**src/lcc_pkg.sv**
```systemverilog
package lcc_pkg;

   // cluster geometry
   localparam int unsigned NCELL = 10;
   localparam int unsigned NROW = 8;
   localparam int unsigned NLOCAL = 8;
   localparam int unsigned NDIRECT = 20;
   localparam int unsigned NROUTE = 16;
   localparam int unsigned NCTRL = 10;
   localparam int unsigned SEL_W = 6;
   localparam int unsigned NSRC = 64;
   localparam int unsigned CFG_W = 27;
   localparam int unsigned HI_W = 21;

   // register byte offsets
   localparam logic [7:0] CELL_CFG_OFS = 8'h00;
   localparam logic [7:0] CELL_SEL_OFS = 8'h28;
   localparam logic [7:0] CTRL_SRC_LO_OFS = 8'h50;
   localparam logic [7:0] CTRL_SRC_HI_OFS = 8'h54;
   localparam logic [7:0] STATUS_OFS = 8'h58;

   // cell configuration fields
   localparam int unsigned LUT_MASK_LSB = 0;
   localparam int unsigned FF_TYPE_LSB = 16;
   localparam int unsigned CLK_SEL_BIT = 18;
   localparam int unsigned CLR_SEL_BIT = 19;
   localparam int unsigned OUT_SEL_LSB = 20;
   localparam int unsigned PACK_BIT = 23;
   localparam int unsigned LUT_CHAIN_BIT = 24;
   localparam int unsigned REG_CHAIN_BIT = 25;
   localparam int unsigned ARITH_BIT = 26;

   // control source high word fields
   localparam int unsigned FALL_LSB = 8;
   localparam int unsigned DEV_RST_EN_BIT = 10;
   localparam int unsigned USE_LSB = 11;

   // reset values
   localparam logic [CFG_W-1:0] CELL_CFG_RST = 27'h0000000;
   localparam logic [4*SEL_W-1:0] CELL_SEL_RST = 24'h000000;
   localparam logic [31:0] CTRL_SRC_LO_RST = 32'h00000000;
   localparam logic [HI_W-1:0] CTRL_SRC_HI_RST = 21'h000000;

   // control index inside the control generator
   localparam int unsigned CTL_CLK_A = 0;
   localparam int unsigned CTL_CLK_B = 1;
   localparam int unsigned CTL_ENA_A = 2;
   localparam int unsigned CTL_ENA_B = 3;
   localparam int unsigned CTL_CLR_A = 4;
   localparam int unsigned CTL_CLR_B = 5;
   localparam int unsigned CTL_ALOAD = 6;
   localparam int unsigned CTL_SCLR = 7;
   localparam int unsigned CTL_SLOAD = 8;
   localparam int unsigned CTL_ADDSUB = 9;

   typedef enum logic [1:0] {
      LCC_FF_D = 2'h0,
      LCC_FF_T = 2'h1,
      LCC_FF_JK = 2'h2,
      LCC_FF_SR = 2'h3
   } lcc_ff_t;

endpackage : lcc_pkg

```
**src/lcc_cluster.sv**
```systemverilog
// The Avalon-MM slave port and the register offsets were left to the implementer.
`timescale 1ns/1ns
// How it works
// - ten cells with carry, shared controls, local routing, lut and reg chains
// - local plus direct-link inputs let each cell reach thirty cells
// - control generator gives at most ten cluster-wide controls
// - each cluster clock is tied to its own clock enable
// - rising and falling clocking use both clock resources, one per edge
// - enable low gates the cluster clock, registers hold
// - async load with load data high acts as a preset to one
// - controls come from eight row clocks and local routing lines
// - each cell has a four-input table computing any function
// - cell register works as D, T, JK or SR flip-flop
// - register has data, load data, clock, enable, clear, load inputs
// - async load data is the cell's fourth table input
// - combinational use bypasses the register, table drives outputs
// - three outputs each pick table result or register output
// - two outputs go to row and direct link, one to local routing
// - packing feeds register output back into its own table
// - table result passes to the next cell for wide functions
// - register output feeds next cell register as shift chain
// - add/subtract select picks A plus B or A minus B
// - subtraction inverts every B bit and forces carry-in to one
// - first cell holds the LSB, its carry-in comes from the select
// - register clock and clear each pick one of two cluster-wide controls
// - async clear wins over async preset/load, output goes zero
// - enabled device-wide reset clears every register above all else
module lcc_cluster (
   // clock and reset
   input wire logic CLK_SYS_I,
   input wire logic RST_B_I,
   // avalon-mm slave
   input wire logic [7:0] AVS_ADDRESS_I,
   input wire logic AVS_READ_I,
   input wire logic AVS_WRITE_I,
   input wire logic [31:0] AVS_WRITEDATA_I,
   input wire logic [3:0] AVS_BYTEENABLE_I,
   output logic [31:0] AVS_READDATA_O,
   output logic AVS_WAITREQUEST_O,
   // fabric inputs
   input wire logic [lcc_pkg::NROW-1:0] ROW_CLOCK_I,
   input wire logic [lcc_pkg::NLOCAL-1:0] LOCAL_CTRL_I,
   input wire logic [lcc_pkg::NDIRECT-1:0] DIRECT_LINK_I,
   input wire logic [lcc_pkg::NROUTE-1:0] ROUTE_I,
   input wire logic DEVICE_WIDE_RESET_N_I,
   // cell outputs
   output logic [lcc_pkg::NCELL-1:0] CELL_ROUTE_A_O,
   output logic [lcc_pkg::NCELL-1:0] CELL_ROUTE_B_O,
   output logic [lcc_pkg::NCELL-1:0] CELL_LOCAL_O,
   // chain outputs
   output logic LUT_CHAIN_O,
   output logic REG_CHAIN_O,
   output logic CARRY_OUT_O
);

   localparam int unsigned EXT_W = lcc_pkg::NDIRECT + lcc_pkg::NROUTE;
   localparam int unsigned POOL_W = lcc_pkg::NROW + lcc_pkg::NLOCAL;
   localparam int unsigned PAD_W = lcc_pkg::NSRC - EXT_W - lcc_pkg::NCELL;

   typedef struct packed {
      logic [lcc_pkg::NCELL-1:0][lcc_pkg::CFG_W-1:0] cell_cfg;
      logic [lcc_pkg::NCELL-1:0][4*lcc_pkg::SEL_W-1:0] cell_sel;
      logic [31:0] ctrl_lo;
      logic [lcc_pkg::HI_W-1:0] ctrl_hi;
      logic [POOL_W-1:0] pool_s1;
      logic [POOL_W-1:0] pool_s2;
      logic [EXT_W-1:0] ext_s1;
      logic [EXT_W-1:0] ext_s2;
      logic rst_s1;
      logic rst_s2;
      logic [1:0] clk_prev;
      logic [lcc_pkg::NCELL-1:0] q;
      logic [lcc_pkg::NCELL-1:0] out_a;
      logic [lcc_pkg::NCELL-1:0] out_b;
      logic [lcc_pkg::NCELL-1:0] out_loc;
      logic lut_chain;
      logic carry_out;
      logic wait_req;
      logic [31:0] rdata;
   } lcc_state_t;

   lcc_state_t s;
   lcc_state_t next_s;

   function automatic logic lut4(input logic [15:0] mask,
                                 input logic [3:0] sel);
      return mask[sel];
   endfunction : lut4

   function automatic logic pick_ctl(input logic [3:0] src,
                                     input logic use_it,
                                     input logic dflt,
                                     input logic [POOL_W-1:0] pool);
      return use_it ? pool[src] : dflt;
   endfunction : pick_ctl

   function automatic logic edge_seen(input logic prev, input logic now,
                                      input logic fall);
      return fall ? (prev & ~now) : (~prev & now);
   endfunction : edge_seen

   function automatic logic ff_next(input logic [1:0] kind,
                                    input logic q, input logic x,
                                    input logic y);
      logic r;
      r = q;
      unique case (kind)
         lcc_pkg::LCC_FF_D: r = x;
         lcc_pkg::LCC_FF_T: r = q ^ x;
         lcc_pkg::LCC_FF_JK: r = x ? (y ? ~q : 1'b1) : (y ? 1'b0 : q);
         lcc_pkg::LCC_FF_SR: r = y ? 1'b0 : (x ? 1'b1 : q);
      endcase
      return r;
   endfunction : ff_next

   function automatic logic [31:0] be_merge(input logic [31:0] old,
                                            input logic [31:0] wd,
                                            input logic [3:0] be);
      logic [31:0] r;
      r = old;
      for (int k = 0; k < 4; k++) begin
         if (be[k]) begin
            r[8*k +: 8] = wd[8*k +: 8];
         end
      end
      return r;
   endfunction : be_merge

   always_comb begin
      logic [lcc_pkg::NSRC-1:0] src;
      logic [39:0] ctl_src;
      logic [lcc_pkg::NCTRL-1:0] ctl;
      logic [1:0] lvl;
      logic [1:0] tick;
      logic [3:0] lin;
      logic [lcc_pkg::CFG_W-1:0] cfg;
      logic [4*lcc_pkg::SEL_W-1:0] selw;
      logic lut_prev;
      logic q_prev;
      logic carry;
      logic a;
      logic b;
      logic bb;
      logic c;
      logic d;
      logic res;
      logic dsrc;
      logic nq;
      logic clr;
      logic [7:0] addr;
      logic [31:0] rd;
      src = '0;
      ctl_src = '0;
      ctl = '0;
      lvl = '0;
      tick = '0;
      lin = '0;
      cfg = '0;
      selw = '0;
      lut_prev = 1'b0;
      q_prev = 1'b0;
      carry = 1'b0;
      a = 1'b0;
      b = 1'b0;
      bb = 1'b0;
      c = 1'b0;
      d = 1'b0;
      res = 1'b0;
      dsrc = 1'b0;
      nq = 1'b0;
      clr = 1'b0;
      addr = {AVS_ADDRESS_I[7:2], 2'b00};
      rd = '0;
      next_s = s;

      // two-stage synchronisers on every fabric input
      next_s.pool_s1 = {LOCAL_CTRL_I, ROW_CLOCK_I};
      next_s.pool_s2 = s.pool_s1;
      next_s.ext_s1 = {ROUTE_I, DIRECT_LINK_I};
      next_s.ext_s2 = s.ext_s1;
      next_s.rst_s1 = DEVICE_WIDE_RESET_N_I;
      next_s.rst_s2 = s.rst_s1;

      // control generator
      ctl_src = {s.ctrl_hi[7:0], s.ctrl_lo};
      for (int k = 0; k < lcc_pkg::NCTRL; k++) begin
         ctl[k] = pick_ctl(ctl_src[4*k +: 4],
                           s.ctrl_hi[lcc_pkg::USE_LSB + k],
                           (k == lcc_pkg::CTL_ENA_A) ||
                           (k == lcc_pkg::CTL_ENA_B),
                           s.pool_s2);
      end
      lvl = {ctl[lcc_pkg::CTL_CLK_B], ctl[lcc_pkg::CTL_CLK_A]};
      next_s.clk_prev = lvl;
      for (int j = 0; j < 2; j++) begin
         tick[j] = edge_seen(s.clk_prev[j], lvl[j],
                             s.ctrl_hi[lcc_pkg::FALL_LSB + j])
                   & ctl[lcc_pkg::CTL_ENA_A + j];
      end

      // cell input pool: local outs, direct link, row/column routing
      src = {{PAD_W{1'b0}}, s.ext_s2, s.out_loc};
      carry = ctl[lcc_pkg::CTL_ADDSUB];
      for (int i = 0; i < lcc_pkg::NCELL; i++) begin
         cfg = s.cell_cfg[i];
         selw = s.cell_sel[i];
         for (int m = 0; m < 4; m++) begin
            lin[m] = src[selw[lcc_pkg::SEL_W*m +: lcc_pkg::SEL_W]];
         end
         a = cfg[lcc_pkg::LUT_CHAIN_BIT] ? lut_prev : lin[0];
         b = cfg[lcc_pkg::PACK_BIT] ? s.q[i] : lin[1];
         c = lin[2];
         d = lin[3];
         if (cfg[lcc_pkg::ARITH_BIT]) begin
            bb = b ^ ctl[lcc_pkg::CTL_ADDSUB];
            res = a ^ bb ^ carry;
            carry = (a & bb) | (a & carry) | (bb & carry);
         end else begin
            res = lut4(cfg[lcc_pkg::LUT_MASK_LSB +: 16],
                       {d, c, b, a});
         end
         dsrc = cfg[lcc_pkg::REG_CHAIN_BIT] ? q_prev : res;
         nq = s.q[i];
         if (cfg[lcc_pkg::CLK_SEL_BIT] ? tick[1] : tick[0]) begin
            if (ctl[lcc_pkg::CTL_SCLR]) begin
               nq = 1'b0;
            end else if (ctl[lcc_pkg::CTL_SLOAD]) begin
               nq = d;
            end else begin
               nq = ff_next(cfg[lcc_pkg::FF_TYPE_LSB +: 2],
                            s.q[i], dsrc, d);
            end
         end
         clr = cfg[lcc_pkg::CLR_SEL_BIT] ? ctl[lcc_pkg::CTL_CLR_B]
                                         : ctl[lcc_pkg::CTL_CLR_A];
         if (clr) begin
            nq = 1'b0;
         end else if (ctl[lcc_pkg::CTL_ALOAD]) begin
            nq = d;
         end
         if (s.ctrl_hi[lcc_pkg::DEV_RST_EN_BIT] && !s.rst_s2) begin
            nq = 1'b0;
         end
         next_s.q[i] = nq;
         // output selection per port, table result when bit low
         next_s.out_a[i] = cfg[lcc_pkg::OUT_SEL_LSB] ? nq : res;
         next_s.out_b[i] = cfg[lcc_pkg::OUT_SEL_LSB + 1] ? nq : res;
         next_s.out_loc[i] = cfg[lcc_pkg::OUT_SEL_LSB + 2] ? nq : res;
         lut_prev = res;
         q_prev = s.q[i];
      end
      next_s.lut_chain = lut_prev;
      next_s.carry_out = carry;

      // register bus: answer one cycle after the request appears
      for (int i = 0; i < lcc_pkg::NCELL; i++) begin
         if (addr == 8'(lcc_pkg::CELL_CFG_OFS + 8'(4*i))) begin
            rd = 32'(s.cell_cfg[i]);
         end
         if (addr == 8'(lcc_pkg::CELL_SEL_OFS + 8'(4*i))) begin
            rd = 32'(s.cell_sel[i]);
         end
      end
      if (addr == lcc_pkg::CTRL_SRC_LO_OFS) begin
         rd = s.ctrl_lo;
      end
      if (addr == lcc_pkg::CTRL_SRC_HI_OFS) begin
         rd = 32'(s.ctrl_hi);
      end
      if (addr == lcc_pkg::STATUS_OFS) begin
         rd = {21'h000000, s.carry_out, s.q};
      end

      if (s.wait_req) begin
         if (AVS_READ_I || AVS_WRITE_I) begin
            next_s.wait_req = 1'b0;
            if (AVS_READ_I) begin
               next_s.rdata = rd;
            end
         end
      end else begin
         next_s.wait_req = 1'b1;
         if (AVS_WRITE_I) begin
            for (int i = 0; i < lcc_pkg::NCELL; i++) begin
               if (addr == 8'(lcc_pkg::CELL_CFG_OFS + 8'(4*i))) begin
                  next_s.cell_cfg[i] = lcc_pkg::CFG_W'(be_merge(
                     32'(s.cell_cfg[i]), AVS_WRITEDATA_I,
                     AVS_BYTEENABLE_I));
               end
               if (addr == 8'(lcc_pkg::CELL_SEL_OFS + 8'(4*i))) begin
                  next_s.cell_sel[i] = (4*lcc_pkg::SEL_W)'(be_merge(
                     32'(s.cell_sel[i]), AVS_WRITEDATA_I,
                     AVS_BYTEENABLE_I));
               end
            end
            if (addr == lcc_pkg::CTRL_SRC_LO_OFS) begin
               next_s.ctrl_lo = be_merge(s.ctrl_lo, AVS_WRITEDATA_I,
                                         AVS_BYTEENABLE_I);
            end
            if (addr == lcc_pkg::CTRL_SRC_HI_OFS) begin
               next_s.ctrl_hi = lcc_pkg::HI_W'(be_merge(
                  32'(s.ctrl_hi), AVS_WRITEDATA_I, AVS_BYTEENABLE_I));
            end
         end
      end
   end

   always_ff @(posedge CLK_SYS_I) begin
      if (!RST_B_I) begin
         s <= '0;
         s.cell_cfg <= {lcc_pkg::NCELL{lcc_pkg::CELL_CFG_RST}};
         s.cell_sel <= {lcc_pkg::NCELL{lcc_pkg::CELL_SEL_RST}};
         s.ctrl_lo <= lcc_pkg::CTRL_SRC_LO_RST;
         s.ctrl_hi <= lcc_pkg::CTRL_SRC_HI_RST;
         s.wait_req <= 1'b1;
      end else begin
         s <= next_s;
      end
   end

   assign AVS_READDATA_O = s.rdata;
   assign AVS_WAITREQUEST_O = s.wait_req;
   assign CELL_ROUTE_A_O = s.out_a;
   assign CELL_ROUTE_B_O = s.out_b;
   assign CELL_LOCAL_O = s.out_loc;
   assign LUT_CHAIN_O = s.lut_chain;
   assign REG_CHAIN_O = s.q[lcc_pkg::NCELL-1];
   assign CARRY_OUT_O = s.carry_out;

endmodule : lcc_cluster

```
**config.mk**
```make
export PLATFORM = sky130hd
export DESIGN_NAME = lcc_cluster
export DESIGN_NICKNAME = d
export VERILOG_FILES = /design/src/lcc_pkg.sv /design/src/lcc_cluster.sv
export SDC_FILE = /design/constraint.sdc
export NUM_CORES = 2
export LEC_CHECK = 0
export ABC_CLOCK_PERIOD_IN_PS = 11950
export BUFFER_PORTS_ARGS = -buffer_cell sky130_fd_sc_hd__buf_2
export CELL_PAD_IN_SITES_DETAIL_PLACEMENT = 0
export CELL_PAD_IN_SITES_GLOBAL_PLACEMENT = 1
export CORE_MARGIN = 4
export CORE_UTILIZATION = 36
export DETAILED_ROUTE_END_ITERATION = 16
export GPL_TIMING_DRIVEN = 0
export HOLD_SLACK_MARGIN = 0.1
export PLACE_DENSITY = 0.65
export SYNTH_ARGS = -nofsm -noshare
export SYNTH_HDL_FRONTEND = slang
export SYNTH_SLANG_ARGS = --single-unit
export TNS_END_PERCENT = 50
```
**constraint.sdc**
```tcl
create_clock -name CLK_SYS_I -period 11.95 [get_ports CLK_SYS_I]
set_clock_uncertainty 0.2 [all_clocks]
set_input_delay 1.195 -clock CLK_SYS_I [delete_from_list [all_inputs] [get_ports CLK_SYS_I]]
set_output_delay 1.195 -clock CLK_SYS_I [all_outputs]
set_load 0.01 [all_outputs]
```
# Word-level counts from Yosys, hierarchy flattened
# Index checks and enable logic that the tools add are counted.
op_classes:
  addsub: 0
  mul: 0
  n_div: 0
  n_lt_le_gt_ge: 60
  eq_ne: 52
  n_shift: 0
  n_mux: 377
  bitwise: 111
  n_reduce_logical: 93
ops:
  columns: ["operator", "n"]
  rows:
  - ["32-bit two-way mux", 23]
  - ["4-bit AND reduction", 77]
  - ["1-bit two-way mux", 282]
  - ["6-bit by 7-bit < comparator with 1-bit output (second input constant)", 40]
  - ["1-bit binary-select mux with 6-bit select", 40]
  - ["4-bit by 5-bit < comparator with 1-bit output (second input constant)", 20]
  - ["1-bit binary-select mux with 4-bit select", 20]
  - ["6-bit by 4-bit == test with 1-bit output (second input constant)", 8]
  - ["6-bit by 5-bit == test with 1-bit output (second input constant)", 7]
  - ["2-bit == test (second input constant)", 20]
  - ["1-bit case mux with 4 select lines", 10]
  - ["1-bit bitwise XOR", 40]
  - ["1-bit bitwise AND", 36]
  - ["33-bit two-way mux", 1]
  - ["27-bit two-way mux", 1]
  - ["6-bit by 3-bit == test with 1-bit output (second input constant)", 4]
  - ["2-bit by 1-bit == test with 1-bit output (second input constant)", 10]
  - ["2-bit zero test", 10]
  - ["1-bit OR", 20]
  - ["1-bit NOT", 15]
  - ["6-bit by 2-bit == test with 1-bit output (second input constant)", 2]
  - ["6-bit by 1-bit == test with 1-bit output (second input constant)", 1]
  - ["6-bit zero test", 1]
  - ["3-bit AND reduction", 1]
  - ["4 further kinds", 4]
totals:
  reg_bits: 746
  latchBits: 0
  ram_bits: 0
  romBits: 0
  in_bits: 101
  out_inout_bits: 66
  elab_cells: 785
  mem_count: 0

# Longest topological paths before layout
logic_depth:
  word_depth: 54
  depth_mapped: 56
  ltp_nobuf: 51

# Worst setup path before layout
# Ideal clock, no wire load.
synth_path:
  kind: "register to register"
  from: "reg s[260] (netlist bit)"
  to: "reg s (netlist bit CELL_ROUTE_A_O[9])"
  setup_ns: 0.130
  arrival_time_ns: 11.383
  t_required_ns: 11.620
  slack_ns: 0.238
  stages_incl_launch_ff: 53
  path_buffers: 3
  period_less_slack_ns: 11.712
  path_cell_list: "dfxtp_1 -> clkbuf_1 -> buf_2 -> mux4_2 -> mux4_2 -> mux2_2 -> mux2i_1 -> mux2i_1 -> nor2_1 -> a311o_1 -> a2bb2oi_1 -> a211o_1 -> a31oi_2 -> o21ai_0 -> a311o_1 -> a221oi_1 -> a2111oi_1 -> a211oi_2 -> (+17 left out) -> o21ai_0 -> a21oi_1 -> fa_1 -> nor2b_1 -> nand2_1 -> o21ai_0 -> inv_1 -> o31a_1 -> fa_1 -> a21oi_1 -> a21boi_0 -> ha_1 -> inv_1 -> o32ai_1 -> a211oi_1 -> o221ai_1 -> a31oi_1 -> o22ai_1"
synth_between:
  elab_chain_cells: 49
  word_cells_on_any_way: 116
  cone_classes: "mux (58); bitwise (58)"
synth_rtl:
  columns: ["item", "line", "source"]
  rows:
  - ["start: declaration", "lcc_cluster.sv:82", "lcc_state_t s;"]
  - ["start signal: assignment", "lcc_cluster.sv:317", "s <= next_s;"]
  - ["1-bit binary-select mux with 6-bit select (*)", "lcc_cluster.sv:208", "lin[m] = src[selw[lcc_pkg::SEL_W*m +: lcc_pkg::SEL_W]];"]
  - ["1-bit two-way mux (implied by the code) (*)", "lcc_cluster.sv:208", null]
  - ["1-bit two-way mux (*)", "lcc_cluster.sv:210", "a = cfg[lcc_pkg::LUT_CHAIN_BIT] ? lut_prev : lin[0];"]
  - ["1-bit binary-select mux with 4-bit select or 1-bit bitwise XOR (tied branches)", "lcc_cluster.sv:87, lcc_cluster.sv:216", null]
  - ["1-bit two-way mux (implied by the code) or 1-bit bitwise XOR (tied branches)", "lcc_cluster.sv:87, lcc_cluster.sv:216", null]
  - ["1-bit two-way mux", "lcc_cluster.sv:214", "if (cfg[lcc_pkg::ARITH_BIT]) begin"]
  - ["1-bit two-way mux", "lcc_cluster.sv:210", null]
  - ["1-bit binary-select mux with 4-bit select or 1-bit bitwise XOR (tied branches)", "lcc_cluster.sv:87, lcc_cluster.sv:216", null]
  - ["(+33 left out)", null, null]
  - ["1-bit case mux with 4 select lines", "lcc_cluster.sv:107", "unique case (kind)"]
  - ["1-bit two-way mux", "lcc_cluster.sv:227", "end else if (ctl[lcc_pkg::CTL_SLOAD]) begin"]
  - ["1-bit two-way mux", "lcc_cluster.sv:225", "if (ctl[lcc_pkg::CTL_SCLR]) begin"]
  - ["1-bit two-way mux", "lcc_cluster.sv:224", "if (cfg[lcc_pkg::CLK_SEL_BIT] ? tick[1] : tick[0]) begin"]
  - ["1-bit two-way mux", "lcc_cluster.sv:238", "end else if (ctl[lcc_pkg::CTL_ALOAD]) begin"]
  - ["1-bit two-way mux", "lcc_cluster.sv:236", "if (clr) begin"]
  - ["1-bit two-way mux", "lcc_cluster.sv:241", "if (s.ctrl_hi[lcc_pkg::DEV_RST_EN_BIT] && !s.rst_s2) begin"]
  - ["1-bit two-way mux (*)", "lcc_cluster.sv:246", "next_s.out_a[i] = cfg[lcc_pkg::OUT_SEL_LSB] ? nq : res;"]
# Mark *: on every way between the ends. The rest lies on a longest branch, timed or not. The select of a mux whose other input is x is not followed.
# A chain may end at the register's enable or synchronous reset.

# Worst setup path after layout
layout_path:
  from: "reg s[236] (netlist bit)"
  to: "reg s (netlist bit CELL_LOCAL_O[9])"
layout_between:
  elab_chain_cells: 53
  word_cells_on_any_way: 128
  cone_classes: "mux (63); bitwise (65)"
layout_rtl:
  columns: ["item", "line", "source"]
  rows:
  - ["1-bit binary-select mux with 6-bit select (*)", "lcc_cluster.sv:208", null]
  - ["1-bit two-way mux (implied by the code) (*)", "lcc_cluster.sv:208", null]
  - ["1-bit two-way mux (*)", "lcc_cluster.sv:210", null]
  - ["1-bit binary-select mux with 4-bit select or 1-bit bitwise XOR (tied branches)", "lcc_cluster.sv:87, lcc_cluster.sv:216", null]
  - ["1-bit two-way mux (implied by the code) or 1-bit bitwise XOR (tied branches)", "lcc_cluster.sv:87, lcc_cluster.sv:216", null]
  - ["1-bit two-way mux", "lcc_cluster.sv:214", null]
  - ["1-bit two-way mux", "lcc_cluster.sv:210", null]
  - ["1-bit binary-select mux with 4-bit select or 1-bit bitwise XOR (tied branches)", "lcc_cluster.sv:87, lcc_cluster.sv:216", null]
  - ["(+37 left out)", null, null]
  - ["1-bit case mux with 4 select lines", "lcc_cluster.sv:107", null]
  - ["1-bit two-way mux", "lcc_cluster.sv:227", null]
  - ["1-bit two-way mux", "lcc_cluster.sv:225", null]
  - ["1-bit two-way mux", "lcc_cluster.sv:224", null]
  - ["1-bit two-way mux", "lcc_cluster.sv:238", null]
  - ["1-bit two-way mux", "lcc_cluster.sv:236", null]
  - ["1-bit two-way mux", "lcc_cluster.sv:241", null]
  - ["1-bit two-way mux (*)", "lcc_cluster.sv:248", "next_s.out_loc[i] = cfg[lcc_pkg::OUT_SEL_LSB + 2] ? nq : res;"]
# Marks and branches as above.

==> flow_summary.toml <==
[status]
status = "complete, but fails checks"
violations = "max-capacitance violations, max-slew violations, negative setup slack"

[setup_path]
worstSetupStartpoint = "s[236]$_SDFFE_PN0P_"
worstPathRequired_ps = 12340
crit_end = "CELL_LOCAL_O[9]$_SDFF_PN0_"
cp-end-kind = "flip-flop"
r2r_end = "CELL_LOCAL_O[9]$_SDFF_PN0_"
critPathSlowestCell = "fa_2"
reg2reg_from = "s[236]$_SDFFE_PN0P_"
cp_max_fo = 8
reg2regPathDepth = 60
crit_type = "reg2reg"
cp_common_cell = "buf_4"
crit_arrival_ps = 13160
r2r_slack_ps = -810
critPathMaxStageDelay_ps = 610
start_kind = "flip-flop"

[pwr]
power_density_nw_per_um2 = 107
switching_power_uw = 1760
seq_power_share_pct = 40.5
clock_power_share_pct = 50.5
power_frac_comb_pct = 9.0
p_int_uw = 4490
p_sw_share_pct = 28.1
p_leak_uw = 0.0186
ir_drop_mv = 0.118

[cells_and_area]
final_cell_mix = "1346 x nand2_1, 736 x dfxtp_1, 694 x a21oi_1, 601 x mux4_2, 454 x clkbuf_1"
syn2layout_area_growth_pct = 15.6
fin_nets = 6094
drive_above_1_share_pct = 21.4
final_cells = 7945
final_common_cell = "nand2_1"

[detailed_routing]
drt-met1-wl_um = 109000
viasPerCell = 6.65
drc = 0
vias = 52799
drtAntennaViolNets = 0
routed_wl_um = 291000
topRoutingLayerUsed = "met5"
routedWlPerCell_um = 36.6
drt_iter0_markers = 8991
routed-wl-met2_um = 124000
dr.pass1.iters = 8
wl_met3_um = 37400

[logic_synthesis]
ys_ff_latch = 746
netlist_instances = 5658
synth_area_um2 = 50600
synth.largest_area_cell = "dfxtp_1"
synth_edf_count = 0
ys_types = 94
seq_area_frac_synth_pct = 29.5
synth_nets = 5773
ys_async_sr_fraction_pct = 0
yosys_warnings = 0
ys.flop_type = "dfxtp_1"
yosys-top-cells-area = "dfxtp_1 30%, mux4_2 27%, nand2_1 10%, a21oi_1 6.9%, clkbuf_1 3.9%"
synth_top_area_share_pct = 29.5
synth_area_per_cell_um2 = 8.94

[global_route]
grt_usage_pct = 38.4
grt_start_max_net_pins = 16
antenna_found_initial = 17
grt_overflow = 0
grt_pass1_vias = 48256
grt_pass1_wl_um = 396000

[floorplan]
boundaryPins = 167
die_h_um = 383
coreArea_um2 = 140000
rows = 137
die_w_um = 383
fp.dieArea_um2 = 147000
initial_core_util_pct = 36.3

[timing]
rsz0062_at_grt = "true"
drv_slew = 134
maxSlewHeadroom_pct = -7.86
fin_crit_sh_pct = 107
tightest_slew_ps = 1620
setup_viol = 4
final.setup.worst_slack_ps = -815
fmax_mhz = 78.3
final.min_clock_period_ps = 12760
hold_ws_ps = 215
finalHoldViolations = 0

[flow_run]
max-cap-violations = 14

[clocking]
numCtsBuffers = 94
clock_latency_ps = 760
htree_num_levels = 3
root_buffer = "clkbuf_16"
cts_tree = "yes"
clock-sinks = 746
max-clock-path-buffers = 3
clkSlewWorstSetupHoldPaths_ps = 60

[placement]
place.gp.congestion = 1.03
preCtsSetupSlack_ps = -4290
post-dp-hpwl_um = 218000
numPlacedInstances = 7700
io_buffers = 163

[worst_hold_path]
worst_hold_path_type = "reg2reg"
[cell type report]
| type | count | area, um2 |
|---|---|---|
| diodes | 9 | 22.5 |
| plain buffers | 630 | 2890 |
| clock buffers | 125 | 2640 |
| clock inverters | 52 | 732 |
| fillers | 14138 | 81100 |
| inverters | 79 | 297 |
| multi-input cells | 4196 | 33200 |
| flip-flops and latches | 746 | 14900 |
| well taps | 1876 | 2350 |
| repair buffers | 232 | 1410 |
[repair_timing]
| action | CTS | global route |
|---|---|---|
| gates resized for setup | 159 | 33 |
| buffers inserted | 59 | 6 |
| pin swaps | 32 | 22 |
| endpoints found under the setup margin | 18 | 12 |
| cloned | 0 | 0 |
| hold buffers | 0 | 0 |
[power groups by stage]
| stage | clock network, uW | registers [uW] | logic [uW] |
|---|---|---|---|
| 6_report | 3160 | 2530 | 563 |
| 5_1_grt | 3270 | 2530 | 555 |
| 4_1_cts | 3170 | 2530 | 528 |
| 3_5_place_dp | 0 | 2590 | 525 |
| 3_3_place_gp | 0 | 2590 | 519 |
| 2_1_floorplan | 0 | 2580 | 250 |
[synth_stat cells, types with 5 or more instances]
library cell / number
nand2_1: 1347
dfxtp_1: 746
a21oi_1: 698
mux4_2: 601
clkbuf_1: 529
nor2_1: 311
mux2i_1: 183
and2_1: 125
nand3_1: 107
o21ai_0: 90
a22oi_1: 81
inv_1: 77
o22ai_1: 68
buf_4: 67
a211oi_1: 46
a221oi_1: 44
nor3_1: 42
a31oi_1: 35
mux2_2: 33
buf_1: 27
o221ai_1: 27
a222oi_1: 25
nand3b_1: 24
nor2b_1: 24
a22o_1: 19
nand4_1: 19
and3_1: 18
xnor2_1: 17
a211o_1: 15
nand2b_1: 14
a21o_1: 13
o211ai_1: 13
buf_2: 11
a2111oi_0: 10
ha_1: 10
o21ai_1: 10
o31ai_1: 10
o21a_1: 8
nor3b_1: 6
a41oi_1: 5
o2111ai_1: 5
[how the worst min path moves through the flow]
stage	depth (start not counted)	to	start	slack, ps
after floorplan	1	s[100]$_SDFF_PN0_	next_s[100]$_SDFF_PN0_	210
after global placement	1	s[166]$_SDFF_PN0_	next_s[166]$_SDFF_PN0_	210
after detailed placement	1	s[100]$_SDFF_PN0_	next_s[100]$_SDFF_PN0_	220
after CTS	1	s[97]$_SDFF_PN0_	next_s[97]$_SDFF_PN0_	210
after global routing	1	s[97]$_SDFF_PN0_	next_s[97]$_SDFF_PN0_	240
final	1	s[97]$_SDFF_PN0_	next_s[97]$_SDFF_PN0_	210
[metal layers]
| metal | GRT usage (%) | up-vias |
|---|---|---|
| met4 | 21.5 | 6 |
| met2 | 56.7 | 4156 |
| met3 | 11.5 | 845 |
| li1 | - | 21384 |
| met5 | 0.661 | - |
| met1 | 50.1 | 26408 |
[registers in the layout, summed over array words and instances, names as in the netlist]
| name | count |
|---|---|
| CELL_ROUTE_A_O | 10 |
| CELL_ROUTE_B_O | 10 |
| next_s | 53 |
| CELL_LOCAL_O | 10 |
| CARRY_OUT_O | 1 |
| AVS_WAITREQUEST_O | 1 |
| REG_CHAIN_O | 1 |
| s | 627 |
| LUT_CHAIN_O | 1 |
| AVS_READDATA_O | 32 |
[stage by stage]
stage	setup TNS (ps)	instance area (um2)	util (%)	power, uW
floorplan	0	50600	-	2820
CTS	-1970	58300	41.8	6230
detailed placement	-41900	53900	38.6	3110
global route	-5440	58400	41.9	6360
global placement	-41190	53700	38.5	3110
finish	-2890	58400	41.9	6250
[logic make-up after synthesis]
group                      Yosys count  synth area share (%)
buffers and inverters              716                  5.89
muxes                              817                  31.1
AOI/OAI and AO/OA                 1283                  15.6
adders and majority gates           14                 0.406
xor gates and xnor gates            18                 0.312
and+or+nand+nor                   2064                  17.1
DFF                                746                  29.5
[worst max-delay path: cells and delay by family, from the launching register on]
family                   cells  cell delay [ps]
adder cells (fa/ha/maj)      4             1890
AO/OA/AOI/OAI               27             5610
buffers and inverters       12             1790
multiplexers                 4              870
AND/OR/NAND/NOR             12             1630
flip-flops                   1              330
XOR/XNOR                     1              190
Note: power is estimated with default switching activity, not from simulation.
